### src/common/pdl_regs.svh
/*
 Register offsets, implemented-bit masks and reset values of the port
 direction and output-latch bank.
 Assumes a 16-bit main register space and an 8-bit extended register space.
*/
`ifndef PDL_REGS_SVH
`define PDL_REGS_SVH
// ==========================================
// Main space offsets
`define PDL_OFS_LAT1  16'hff01
`define PDL_OFS_LAT2  16'hff02
`define PDL_OFS_LAT3  16'hff03
`define PDL_OFS_LAT4  16'hff04
`define PDL_OFS_LAT8  16'hff08
`define PDL_OFS_LAT9  16'hff09
`define PDL_OFS_LAT10 16'hff0a
`define PDL_OFS_LAT11 16'hff0b
`define PDL_OFS_LAT12 16'hff0c
`define PDL_OFS_LAT13 16'hff0d
`define PDL_OFS_LAT14 16'hff0e
`define PDL_OFS_LAT15 16'hff0f
`define PDL_OFS_DIR1  16'hff21
`define PDL_OFS_DIR2  16'hff22
`define PDL_OFS_DIR3  16'hff23
`define PDL_OFS_DIR4  16'hff24
`define PDL_OFS_DIR8  16'hff28
`define PDL_OFS_DIR9  16'hff29
`define PDL_OFS_DIR10 16'hff2a
`define PDL_OFS_DIR11 16'hff2b
`define PDL_OFS_DIR12 16'hff2c
`define PDL_OFS_DIR13 16'hff2d
`define PDL_OFS_DIR14 16'hff2e
`define PDL_OFS_DIR15 16'hff2f
// ==========================================
// Extended space offsets
`define PDL_OFS_ELAT0 8'h8b
`define PDL_OFS_EDIR0 8'h8c
`define PDL_OFS_ELAT1 8'h8e
`define PDL_OFS_EDIR1 8'h8f
// ==========================================
// Implemented bits, group 13 in the top byte down to group 0
`define PDL_DIR_MASK  112'h3f3f0f0f0f010f0f0f0fc30fffdf
`define PDL_LATW_MASK 112'h3f3f0f0f0f010f0f0f0fc30f809e
`define PDL_LATR_MASK 112'h3f3f0f0f0f070f0f0f0fc30f809e
// ==========================================
// Reset values
`define PDL_RST_DIR   8'hff
`define PDL_RST_LAT   8'h00
`endif

### src/common/pdl_pkg.sv
/*
 Types shared by the port direction and latch bank.
 Assumes nothing beyond a SystemVerilog tool.
*/
package pdl_pkg;
   typedef logic [7:0] pdl_byte_t;
   // Kind of processor access on the main space
   typedef enum logic [2:0]
   {
      PDL_ACC_NONE = 3'h1,
      PDL_ACC_BYTE = 3'h2,
      PDL_ACC_BIT  = 3'h4
   } pdl_acc_t;
endpackage

### src/logic/pdl_port_bank.sv
/*
 Direction and output-latch register bank for fourteen port groups.
 Groups 0..11 are the main ports, reached by byte or single-bit accesses
 on the main register space; groups 12 and 13 are the secondary ports,
 reached only over the extended register interface.

 Group index, port, latch offset, direction offset, implemented
 direction bits, writable latch bits:
   index  0   port 1    ff01  ff21   df   9e
   index  1   port 2    ff02  ff22   ff   80
   index  2   port 3    ff03  ff23   0f   0f
   index  3   port 4    ff04  ff24   c3   c3
   index  4   port 8    ff08  ff28   0f   0f
   index  5   port 9    ff09  ff29   0f   0f
   index  6   port 10   ff0a  ff2a   0f   0f
   index  7   port 11   ff0b  ff2b   0f   0f
   index  8   port 12   ff0c  ff2c   01   01
   index  9   port 13   ff0d  ff2d   0f   0f
   index 10   port 14   ff0e  ff2e   0f   0f
   index 11   port 15   ff0f  ff2f   0f   0f
   index 12   second 0  8b    8c     3f   3f
   index 13   second 1  8e    8f     3f   3f
 Port 12 bits 1 and 2 have a fixed input direction: their latch bits
 ignore writes and read the pin level unless flagged as a clock input.

 Register behaviour:
   A direction bit of 0 drives the pin from its latch bit; 1 releases it.
   Missing direction bits read 1 and cannot be cleared.
   Missing latch bits read 0 and ignore writes.
   A latch read gives the pin level for input pins, the latch for output
   pins, and 0 for any pin flagged as a clock input.
   A single-bit write replaces one bit of the stored byte with wdata[0];
   it never copies pin levels of neighbouring input pins into the latch.
   Reset sets every direction byte to ff and every latch byte to 00.

 Bus answers:
   Both buses answer one cycle after the strobe with a one-cycle ack.
   Read data stands for that one cycle and is 00 otherwise.
   An unmapped address gives no ack, 00 data and changes nothing.
   Extended addresses are not decoded on the main bus and main
   addresses are not decoded on the extended bus.
   Back-to-back accesses are allowed; a read right after a write sees
   the new value.

 Pins:
   pin_out and pin_oe_n come straight from the latch and direction flops
   and change one edge after a write.
   Read data uses pin_in as sampled in the access cycle.

 Assumes:
   pin inputs, clock-input flags and access strobes are synchronous
   to mclk and already free of metastability;
   each strobe is a one-cycle pulse with its address and data stable;
   rstn is synchronous and active low;
   alternate functions and pull-ups are handled outside this block.
*/
`include "pdl_regs.svh"

module pdl_port_bank #(
   parameter int NG    = 14,
   parameter int NMAIN = 12
)(
   input  wire logic              mclk,
   input  wire logic              rstn,
   input  wire logic [15:0]       cpu_addr,
   input  wire logic              cpu_wr,
   input  wire logic              cpu_rd,
   input  wire logic              cpu_bit,
   input  wire logic [2:0]        cpu_bitsel,
   input  wire logic [7:0]        cpu_wdata,
   output logic      [7:0]        cpu_rdata_ff,
   output logic                   cpu_ack_ff,
   input  wire logic [7:0]        ext_addr,
   input  wire logic              ext_wr,
   input  wire logic              ext_rd,
   input  wire logic [7:0]        ext_wdata,
   output logic      [7:0]        ext_rdata_ff,
   output logic                   ext_ack_ff,
   input  wire logic [NG*8-1:0]   pin_in,
   input  wire logic [NG*8-1:0]   clk_in_mode,
   output logic      [NG*8-1:0]   pin_out,
   output logic      [NG*8-1:0]   pin_oe_n
);

   // ==========================================
   // Address tables
   localparam logic [15:0] LAT_OFS [NMAIN] = '{
      `PDL_OFS_LAT1,
      `PDL_OFS_LAT2,
      `PDL_OFS_LAT3,
      `PDL_OFS_LAT4,
      `PDL_OFS_LAT8,
      `PDL_OFS_LAT9,
      `PDL_OFS_LAT10,
      `PDL_OFS_LAT11,
      `PDL_OFS_LAT12,
      `PDL_OFS_LAT13,
      `PDL_OFS_LAT14,
      `PDL_OFS_LAT15
   };
   localparam logic [15:0] DIR_OFS [NMAIN] = '{
      `PDL_OFS_DIR1,
      `PDL_OFS_DIR2,
      `PDL_OFS_DIR3,
      `PDL_OFS_DIR4,
      `PDL_OFS_DIR8,
      `PDL_OFS_DIR9,
      `PDL_OFS_DIR10,
      `PDL_OFS_DIR11,
      `PDL_OFS_DIR12,
      `PDL_OFS_DIR13,
      `PDL_OFS_DIR14,
      `PDL_OFS_DIR15
   };
   localparam logic [7:0] ELAT_OFS [2] = '{
      `PDL_OFS_ELAT0,
      `PDL_OFS_ELAT1
   };
   localparam logic [7:0] EDIR_OFS [2] = '{
      `PDL_OFS_EDIR0,
      `PDL_OFS_EDIR1
   };

   localparam logic [NG*8-1:0] DIR_MASK  = `PDL_DIR_MASK;
   localparam logic [NG*8-1:0] LATW_MASK = `PDL_LATW_MASK;
   localparam logic [NG*8-1:0] LATR_MASK = `PDL_LATR_MASK;

   // ==========================================
   // Access decode
   pdl_pkg::pdl_acc_t cpu_acc;
   wire logic         cpu_req;
   wire logic         ext_req;

   assign cpu_req = cpu_wr | cpu_rd;
   assign ext_req = ext_wr | ext_rd;
   assign cpu_acc = !cpu_req ? pdl_pkg::PDL_ACC_NONE :
                    cpu_bit  ? pdl_pkg::PDL_ACC_BIT  : pdl_pkg::PDL_ACC_BYTE;

   // Per-group state and decode
   pdl_pkg::pdl_byte_t lat_ff   [NG];
   pdl_pkg::pdl_byte_t dir_ff   [NG];
   pdl_pkg::pdl_byte_t nxt_lat  [NG];
   pdl_pkg::pdl_byte_t nxt_dir  [NG];
   pdl_pkg::pdl_byte_t rd_lat   [NG];
   logic               hit_lat  [NG];
   logic               hit_dir  [NG];
   logic               wr_lat   [NG];
   logic               wr_dir   [NG];
   logic               main_grp [NG];

   // Byte after a single-bit write to cur
   function automatic pdl_pkg::pdl_byte_t bit_merge(
      input pdl_pkg::pdl_byte_t cur,
      input logic [2:0]         sel,
      input logic               val
   );
      pdl_pkg::pdl_byte_t res;
      res      = cur;
      res[sel] = val;
      return res;
   endfunction

   // ==========================================
   // Group logic
   genvar g;
   generate
      for (g = 0; g < NG; g++)
      begin : grp
         wire pdl_pkg::pdl_byte_t dmask;
         wire pdl_pkg::pdl_byte_t wmask;
         wire pdl_pkg::pdl_byte_t rmask;
         wire pdl_pkg::pdl_byte_t lat_src;
         wire pdl_pkg::pdl_byte_t dir_src;
         wire pdl_pkg::pdl_byte_t pins;
         wire pdl_pkg::pdl_byte_t clkin;

         assign dmask = DIR_MASK[g*8 +: 8];
         assign wmask = LATW_MASK[g*8 +: 8];
         assign rmask = LATR_MASK[g*8 +: 8];
         assign pins  = pin_in[g*8 +: 8];
         assign clkin = clk_in_mode[g*8 +: 8];

         if (g < NMAIN)
         begin : main_dec
            assign hit_lat[g]  = (cpu_acc != pdl_pkg::PDL_ACC_NONE) &&
                                 (cpu_addr == LAT_OFS[g]);
            assign hit_dir[g]  = (cpu_acc != pdl_pkg::PDL_ACC_NONE) &&
                                 (cpu_addr == DIR_OFS[g]);
            assign wr_lat[g]   = hit_lat[g] & cpu_wr;
            assign wr_dir[g]   = hit_dir[g] & cpu_wr;
            assign main_grp[g] = 1'b1;
            assign lat_src = (cpu_acc == pdl_pkg::PDL_ACC_BIT) ?
                             bit_merge(lat_ff[g], cpu_bitsel, cpu_wdata[0]) : cpu_wdata;
            assign dir_src = (cpu_acc == pdl_pkg::PDL_ACC_BIT) ?
                             bit_merge(dir_ff[g], cpu_bitsel, cpu_wdata[0]) : cpu_wdata;
         end
         else
         begin : ext_dec
            assign hit_lat[g]  = ext_req && (ext_addr == ELAT_OFS[g-NMAIN]);
            assign hit_dir[g]  = ext_req && (ext_addr == EDIR_OFS[g-NMAIN]);
            assign wr_lat[g]   = hit_lat[g] & ext_wr;
            assign wr_dir[g]   = hit_dir[g] & ext_wr;
            assign main_grp[g] = 1'b0;
            assign lat_src     = ext_wdata;
            assign dir_src     = ext_wdata;
         end

         assign nxt_lat[g] = wr_lat[g] ? (lat_src & wmask) : lat_ff[g];
         assign nxt_dir[g] = wr_dir[g] ? (dir_src | ~dmask) : dir_ff[g];

         wire pdl_pkg::pdl_byte_t pin_view;
         wire pdl_pkg::pdl_byte_t lat_view;
         assign pin_view  = dir_ff[g] & pins;
         assign lat_view  = ~dir_ff[g] & lat_ff[g];
         // clock input reads 0, missing bits read 0
         assign rd_lat[g] = (pin_view | lat_view) & rmask & ~clkin;

         always_ff @(posedge mclk)
         begin
            if (!rstn)
            begin
               lat_ff[g] <= `PDL_RST_LAT;
               dir_ff[g] <= `PDL_RST_DIR;
            end
            else
            begin
               lat_ff[g] <= nxt_lat[g];
               dir_ff[g] <= nxt_dir[g];
            end
         end

      end
   endgenerate

   // ==========================================
   // Pin drive, straight from the latch and direction flops
   generate
      for (g = 0; g < NG; g++)
      begin : drv
         assign pin_out[g*8 +: 8]  = lat_ff[g];
         assign pin_oe_n[g*8 +: 8] = dir_ff[g];
      end
   endgenerate

   // ==========================================
   // Read data selection
   pdl_pkg::pdl_byte_t nxt_cpu_rdata;
   pdl_pkg::pdl_byte_t nxt_ext_rdata;
   logic               cpu_hit;
   logic               ext_hit;

   always_comb
   begin
      nxt_cpu_rdata = 8'h00;
      nxt_ext_rdata = 8'h00;
      cpu_hit       = 1'b0;
      ext_hit       = 1'b0;
      for (int i = 0; i < NG; i++)
      begin
         if (main_grp[i])
         begin
            if (hit_lat[i])
            begin
               nxt_cpu_rdata = nxt_cpu_rdata | rd_lat[i];
            end
            if (hit_dir[i])
            begin
               nxt_cpu_rdata = nxt_cpu_rdata | dir_ff[i];
            end
            cpu_hit = cpu_hit | hit_lat[i] | hit_dir[i];
         end
         else
         begin
            if (hit_lat[i])
            begin
               nxt_ext_rdata = nxt_ext_rdata | rd_lat[i];
            end
            if (hit_dir[i])
            begin
               nxt_ext_rdata = nxt_ext_rdata | dir_ff[i];
            end
            ext_hit = ext_hit | hit_lat[i] | hit_dir[i];
         end
      end
   end

   // Read data is only presented for reads, else 00
   pdl_pkg::pdl_byte_t cpu_rdata_sel;
   pdl_pkg::pdl_byte_t ext_rdata_sel;

   assign cpu_rdata_sel = cpu_rd ? nxt_cpu_rdata : 8'h00;
   assign ext_rdata_sel = ext_rd ? nxt_ext_rdata : 8'h00;

   // ==========================================
   // Answer registers
   // Unmapped addresses read 00 and give no acknowledge
   always_ff @(posedge mclk)
   begin
      if (!rstn)
      begin
         cpu_rdata_ff <= 8'h00;
         cpu_ack_ff   <= 1'b0;
      end
      else
      begin
         cpu_rdata_ff <= cpu_rdata_sel;
         cpu_ack_ff   <= cpu_hit;
      end
   end

   always_ff @(posedge mclk)
   begin
      if (!rstn)
      begin
         ext_rdata_ff <= 8'h00;
         ext_ack_ff   <= 1'b0;
      end
      else
      begin
         ext_rdata_ff <= ext_rdata_sel;
         ext_ack_ff   <= ext_hit;
      end
   end

endmodule

### config.mk
export PLATFORM = sky130hd
export DESIGN_NAME = pdl_port_bank
export DESIGN_NICKNAME = d
export VERILOG_FILES = /design/src/common/pdl_pkg.sv /design/src/logic/pdl_port_bank.sv
export VERILOG_INCLUDE_DIRS = /design/src /design/src/common
export SDC_FILE = /design/constraint.sdc
export NUM_CORES = 1
export LEC_CHECK = 0
export BUFFER_PORTS_ARGS = -buffer_cell sky130_fd_sc_hd__buf_2
export CORE_AREA = 2 2 203 205
export DETAILED_ROUTE_END_ITERATION = 8
export DIE_AREA = 0 0 205 207
export GPL_ROUTABILITY_DRIVEN = 0
export PLACE_DENSITY_LB_ADDON = 0.12
export SKIP_CTS_REPAIR_TIMING = 1
export SLEW_MARGIN = 20
export SYNTH_ARGS = -nofsm -noshare
export SYNTH_HDL_FRONTEND = slang
export SYNTH_SLANG_ARGS = --single-unit
### constraint.sdc
create_clock -name mclk -period 4.7 [get_ports mclk]
set_input_delay 0.47 -clock mclk [delete_from_list [all_inputs] [get_ports mclk]]
set_output_delay 0.47 -clock mclk [all_outputs]
set_load 0.05 [all_outputs]
**After elaboration in Yosys (flattened, before gate mapping)**

Memories as Yosys holds them, arrays and structs flattened.
Cells that the tools add are included.

- Register bits after elaboration: 18
- Memory bits (writable): 224
- Input bits: 274
- Output and inout port bits: 242
- Word-level logic and storage cells: 401
- Memories: 2

Memories:

| memory | depth | bits a word | read ports | clocked after Yosys merged registers in | wr ports | RTL line | RTL |
|---|---|---|---|---|---|---|---|
| dir_ff | 14 | 8 | 14 | 0 | 14 | pdl_port_bank.sv:141 | `pdl_pkg::pdl_byte_t dir_ff [NG];` |
| lat_ff | 14 | 8 | 14 | 0 | 14 | pdl_port_bank.sv:140 | `pdl_pkg::pdl_byte_t lat_ff [NG];` |

- Order comparisons: 2
- Equal/unequal tests: 30
- Mux-type cells: 138
- Bitwise operators: 194
- Reduce and logical (&&, ||, !) cells: 31

Operator list:

| cell | count |
|---|---|
| 8-bit two-way mux | 90 |
| 16-bit equality test (second input constant) | 24 |
| 8-bit OR | 29 |
| 8-bit bitwise mux | 24 |
| 8-bit inverter | 17 |
| 8-bit bitwise AND | 9 |
| 4-bit bitwise AND | 16 |
| 4-bit by 8-bit bitwise AND with 8-bit output | 8 |
| 4-bit two-way mux | 16 |
| 1-bit OR | 56 |
| 8-bit equality test (second input constant) | 4 |
| 4-bit inverter | 8 |
| 4-bit OR | 8 |
| 1-bit logical AND | 29 |
| 1-bit bitwise AND | 28 |
| 6-bit bitwise AND | 4 |
| 6-bit by 8-bit bitwise AND with 8-bit output | 2 |
| 6-bit inverter | 2 |
| 6-bit OR | 2 |
| 3-bit by 8-bit bitwise AND with 8-bit output | 1 |
| 3-bit bitwise AND | 2 |
| 3-bit two-way mux | 2 |
| 1-bit two-way mux | 5 |
| 3-bit by 4-bit < comparator with 1-bit output (second input constant) | 1 |
| 7 further kinds | 8 |

**Depth between registers and ports, before layout**

An unclocked memory read counts as a cell.

- Depth in word-level cells: 52
- Depth in mapped cells: 9
- Mapped depth without buffers: 6

**Worst setup path before layout**

No wires, ideal clock.

- Path type: input to register
- Start point: input port cpu_addr[2]
- End point: memory dir_ff[0][13] in the netlist's numbering
- Library setup time: 141 ps
- Arrival time: 2018 ps
- Data required time: 4559 ps
- Setup slack: 2541 ps
- Cell stages on the path: 7
- Buffers on the path: 2
- Cell sequence: clkbuf_1 -> nor2_1 -> nand3_1 -> or4_1 -> clkbuf_1 -> o21ai_0 -> o211ai_1

RTL lines:

| element | RTL line | RTL |
|---|---|---|
| start: declaration | pdl_port_bank.sv:65 | `input wire logic [15:0] cpu_addr,` |
| end: declaration | pdl_port_bank.sv:141 |  |

==> flow_summary.ini <==
[sta]
worst_pin_slew_ns = 1.10
max_freq_ghz = 0.383
final-hold-violation-count = 0
slew_headroom = 0.262
slew_viol_final = 0
grt_setup_unrepaired = false
setup_viol = 0
period_share = 0.556
fin_worst_skew_ns = 0.0119
period_needed_ns = 2.61
fin_setup_tns_ns = 0

[synth]
synth_area_um2 = 8190
synth-main-ff-cell = dfxtp_1
synth-async-reset-ratio = 0
avgSynthCellArea_um2 = 8.26
yosys_warnings = 0
ys_seq_elements = 136
synth_edf_count = 0
synth_cells = 992
ys_types = 72
yosysSeqAreaShare = 0.332

[hold_path]
hold_path_class = in -> reg
worstHoldStart = ext_wdata[5]

[drt]
drtAntennaViolNets = 0
wl_met1_mm = 18.7
via_per_inst = 4.66
drtIter0Drc = 641
vias = 8414
drcViolationCount = 0
highest_layer = met5
routed_wl_mm = 40.3
met2_length_mm = 18.3
drt_pass1_iterations = 6
route.detailed.wl_per_inst_um = 22.3
wl_met3_mm = 2.39

[clocking]
clock_latency_ns = 0.44
cts.path.max_buffers = 2
cts_buffers = 17
cts_root_buf = clkbuf_16
htreeDepth = 4
cts_num_sinks = 136
cts_tree = done
clk_pin_slew_ns = 0.06

[cells_and_area]
area_growth_pct = 27.7
final_nets = 1533
fill_cells = 4499
drive_gt1_frac = 0.316

[setup_path]
rr_worst_depth = 6
crit_slowest_cell = nor2b_1
cp-endpoint = dir_ff[0][13]
slowest_delay_ns = 0.72
crit_path_end_kind = flop
crit_type = in -> reg
r2r_start = dir_ff[0][41]
required_ns = 5.00
worstReg2RegEnd = cpu_rdata_ff[1]
cp-startpoint = cpu_addr[1]
path_max_fanout = 23
path_cells = buf_2 -> nor2b_1 -> nand3_1 -> or4_1 -> o21ai_0 -> o211ai_1
startpoint_type = input port
worstPathArrival_ns = 2.91
regToRegSetupSlack_ns = 2.67

[power_and_ir_drop]
total_power_mw = 3.12
leakage_nw = 4.78
irDropWorstVdd_uv = 263
p_per_area_nw_per_um2 = 298

[job]
max_cap_viol_count = 0

[floorplan]
start_util = 0.203
die_y_um = 207
die_area_um2 = 42400
die_w_um = 205
ios = 516
num_rows = 74
core_area_um2 = 40400

[grt]
grt_pass1_vias = 7861
grt_overflow = 0
grt_antenna_before_repair = 2
track_usage = 0.185
grt_pass1_wl_mm = 57.1
grt_max_degree = 58

[outcome]
outcome = complete, no violations

[place]
io_buffer_count = 298
dp_hpwl_mm = 31.0
## cells in the mapped netlist (2+ instances only)
| master | instances | share of area |
|---|---|---|
| nand2b_1 | 8 | 0.0061 |
| or4_1 | 3 | 0.0027 |
| a41oi_1 | 3 | 0.0032 |
| mux2i_1 | 84 | 0.10 |
| buf_2 | 9 | 0.0055 |
| nand3_1 | 58 | 0.035 |
| buf_4 | 106 | 0.097 |
| o311a_1 | 3 | 0.0037 |
| o31ai_1 | 5 | 0.0046 |
| mux2_2 | 9 | 0.012 |
| nand3b_1 | 2 | 0.0018 |
| inv_1 | 5 | 0.0023 |
| and2_1 | 2 | 0.0015 |
| nand2_1 | 70 | 0.032 |
| o221ai_1 | 2 | 0.0021 |
| nor3b_1 | 4 | 0.0037 |
| nor4_1 | 5 | 0.0038 |
| dfxtp_1 | 136 | 0.33 |
| o211ai_1 | 35 | 0.032 |
| nor3_2 | 2 | 0.0024 |
| o31a_1 | 3 | 0.0032 |
| and4b_1 | 2 | 0.0024 |
| a221oi_1 | 7 | 0.0075 |
| a31oi_1 | 13 | 0.0099 |
| or3_1 | 7 | 0.0053 |
| mux4_2 | 2 | 0.0055 |
| buf_1 | 5 | 0.0023 |
| or2_2 | 3 | 0.0023 |
| nor2b_1 | 26 | 0.020 |
| a21oi_1 | 23 | 0.014 |
| o21ai_1 | 4 | 0.0024 |
| a21boi_0 | 9 | 0.0082 |
| nor3_1 | 50 | 0.031 |
| nand4_1 | 16 | 0.012 |
| o22ai_1 | 6 | 0.0046 |
| nor4b_1 | 5 | 0.0053 |
| nor2_1 | 87 | 0.040 |
| a31o_2 | 2 | 0.0021 |
| o21ai_0 | 56 | 0.034 |
| conb_1 | 2 | 0.00092 |
| clkbuf_1 | 53 | 0.024 |
| nand4b_1 | 2 | 0.0021 |
| o21bai_1 | 2 | 0.0018 |
| o221a_2 | 28 | 0.038 |
## state kept, by name, indices dropped and copies added (netlist names)
| register | count |
|---|---|
| lat_ff | 55 |
| cpu_rdata_ff | 8 |
| ext_rdata_ff | 7 |
| dir_ff | 64 |
| cpu_ack_ff | 1 |
| ext_ack_ff | 1 |
## kinds of logic (layout without fill, tap and decap cells)
kind of cell    Yosys count  count (layout)  synth area share
simple gates            366             366             0.227
compound gates          213             213             0.186
buf+inv                 178             355             0.131
flops                   136             136             0.332
mux                      95              95             0.120
other cells               2             106          0.000917
xor+xnor                  2               2           0.00214
## layout by cell type (no fill, tap or decap), drive strengths merged, types with 6 or more instances in the layout
master  Yosys  routed
buf       120     318
dfxtp     136     136
conb        2     105
nor2       88      88
mux2i      84      84
nand2      70      70
o21ai      60      60
nand3      59      59
nor3       53      53
o211ai     35      35
o221a      28      28
nor2b      26      26
a21oi      23      23
clkbuf     53      20
nand4      16      16
a31oi      13      13
a21boi      9       9
mux2        9       9
nand2b      8       8
or3         8       8
a221oi      7       7
clkinv      0       7
o22ai       6       6
nor4        6       6
nor4b       6       6
## power by group
| group | internal (mW) | leakage, nW | switching, mW |
|---|---|---|---|
| Clock | 0.914 | 0.310 | 0.561 |
| Combinational | 0.104 | 3.37 | 0.387 |
| Sequential | 1.15 | 1.10 | 0.000363 |
| Total | 2.17 | 4.78 | 0.948 |
## routing by layer
layer / track usage / up-vias
met2: 0.285 / 348
met4: 0.0563 / 2
met1: 0.261 / 4057
met3: 0.0362 / 50
met5: 0 / -
li1: - / 3957
## critical path, delay by kind of cell
| kind | cells | cell delay (ns) |
|---|---|---|
| AO/OA/AOI/OAI | 2 | 0.38 |
| buffers and inverters | 1 | 0.42 |
| AND/OR/NAND/NOR | 3 | 1.62 |
## how the worst min path moves through the flow
stage                         end  cells past startpoint
floorplan           dir_ff[1][32]                      2
global placement     dir_ff[0][8]                      2
detailed placement  lat_ff[1][34]                      2
CTS                 dir_ff[1][37]                      3
global route        dir_ff[1][45]                      3
finish              dir_ff[1][37]                      3
## stage by stage
stage,cells,util,area [um^2],worst slack (ns),hold WS [ns]
CTS,1804,0.259,10500,2.17,0.275
detailed placement,1772,0.244,9830,1.70,0.489
floorplan,1095,-,8580,2.54,0.595
global placement,1772,0.244,9830,1.72,0.478
finish,1805,0.259,10500,2.09,0.291
global route,1805,0.259,10500,1.98,0.315
## layout make-up
cell class,count,area (um^2),area share
Tap cell,532,666,0.0636
Multi-Input combinational cell,781,4780,0.457
Antenna cell,1,2.50,0.000239
Clock inverter,12,174,0.0166
Clock buffer,20,457,0.0436
Inverter,5,18.8,0.00179
Timing Repair Buffer,318,1640,0.157
Sequential cell,136,2720,0.260
No activity file was read; power rests on OpenSTA's default activity.
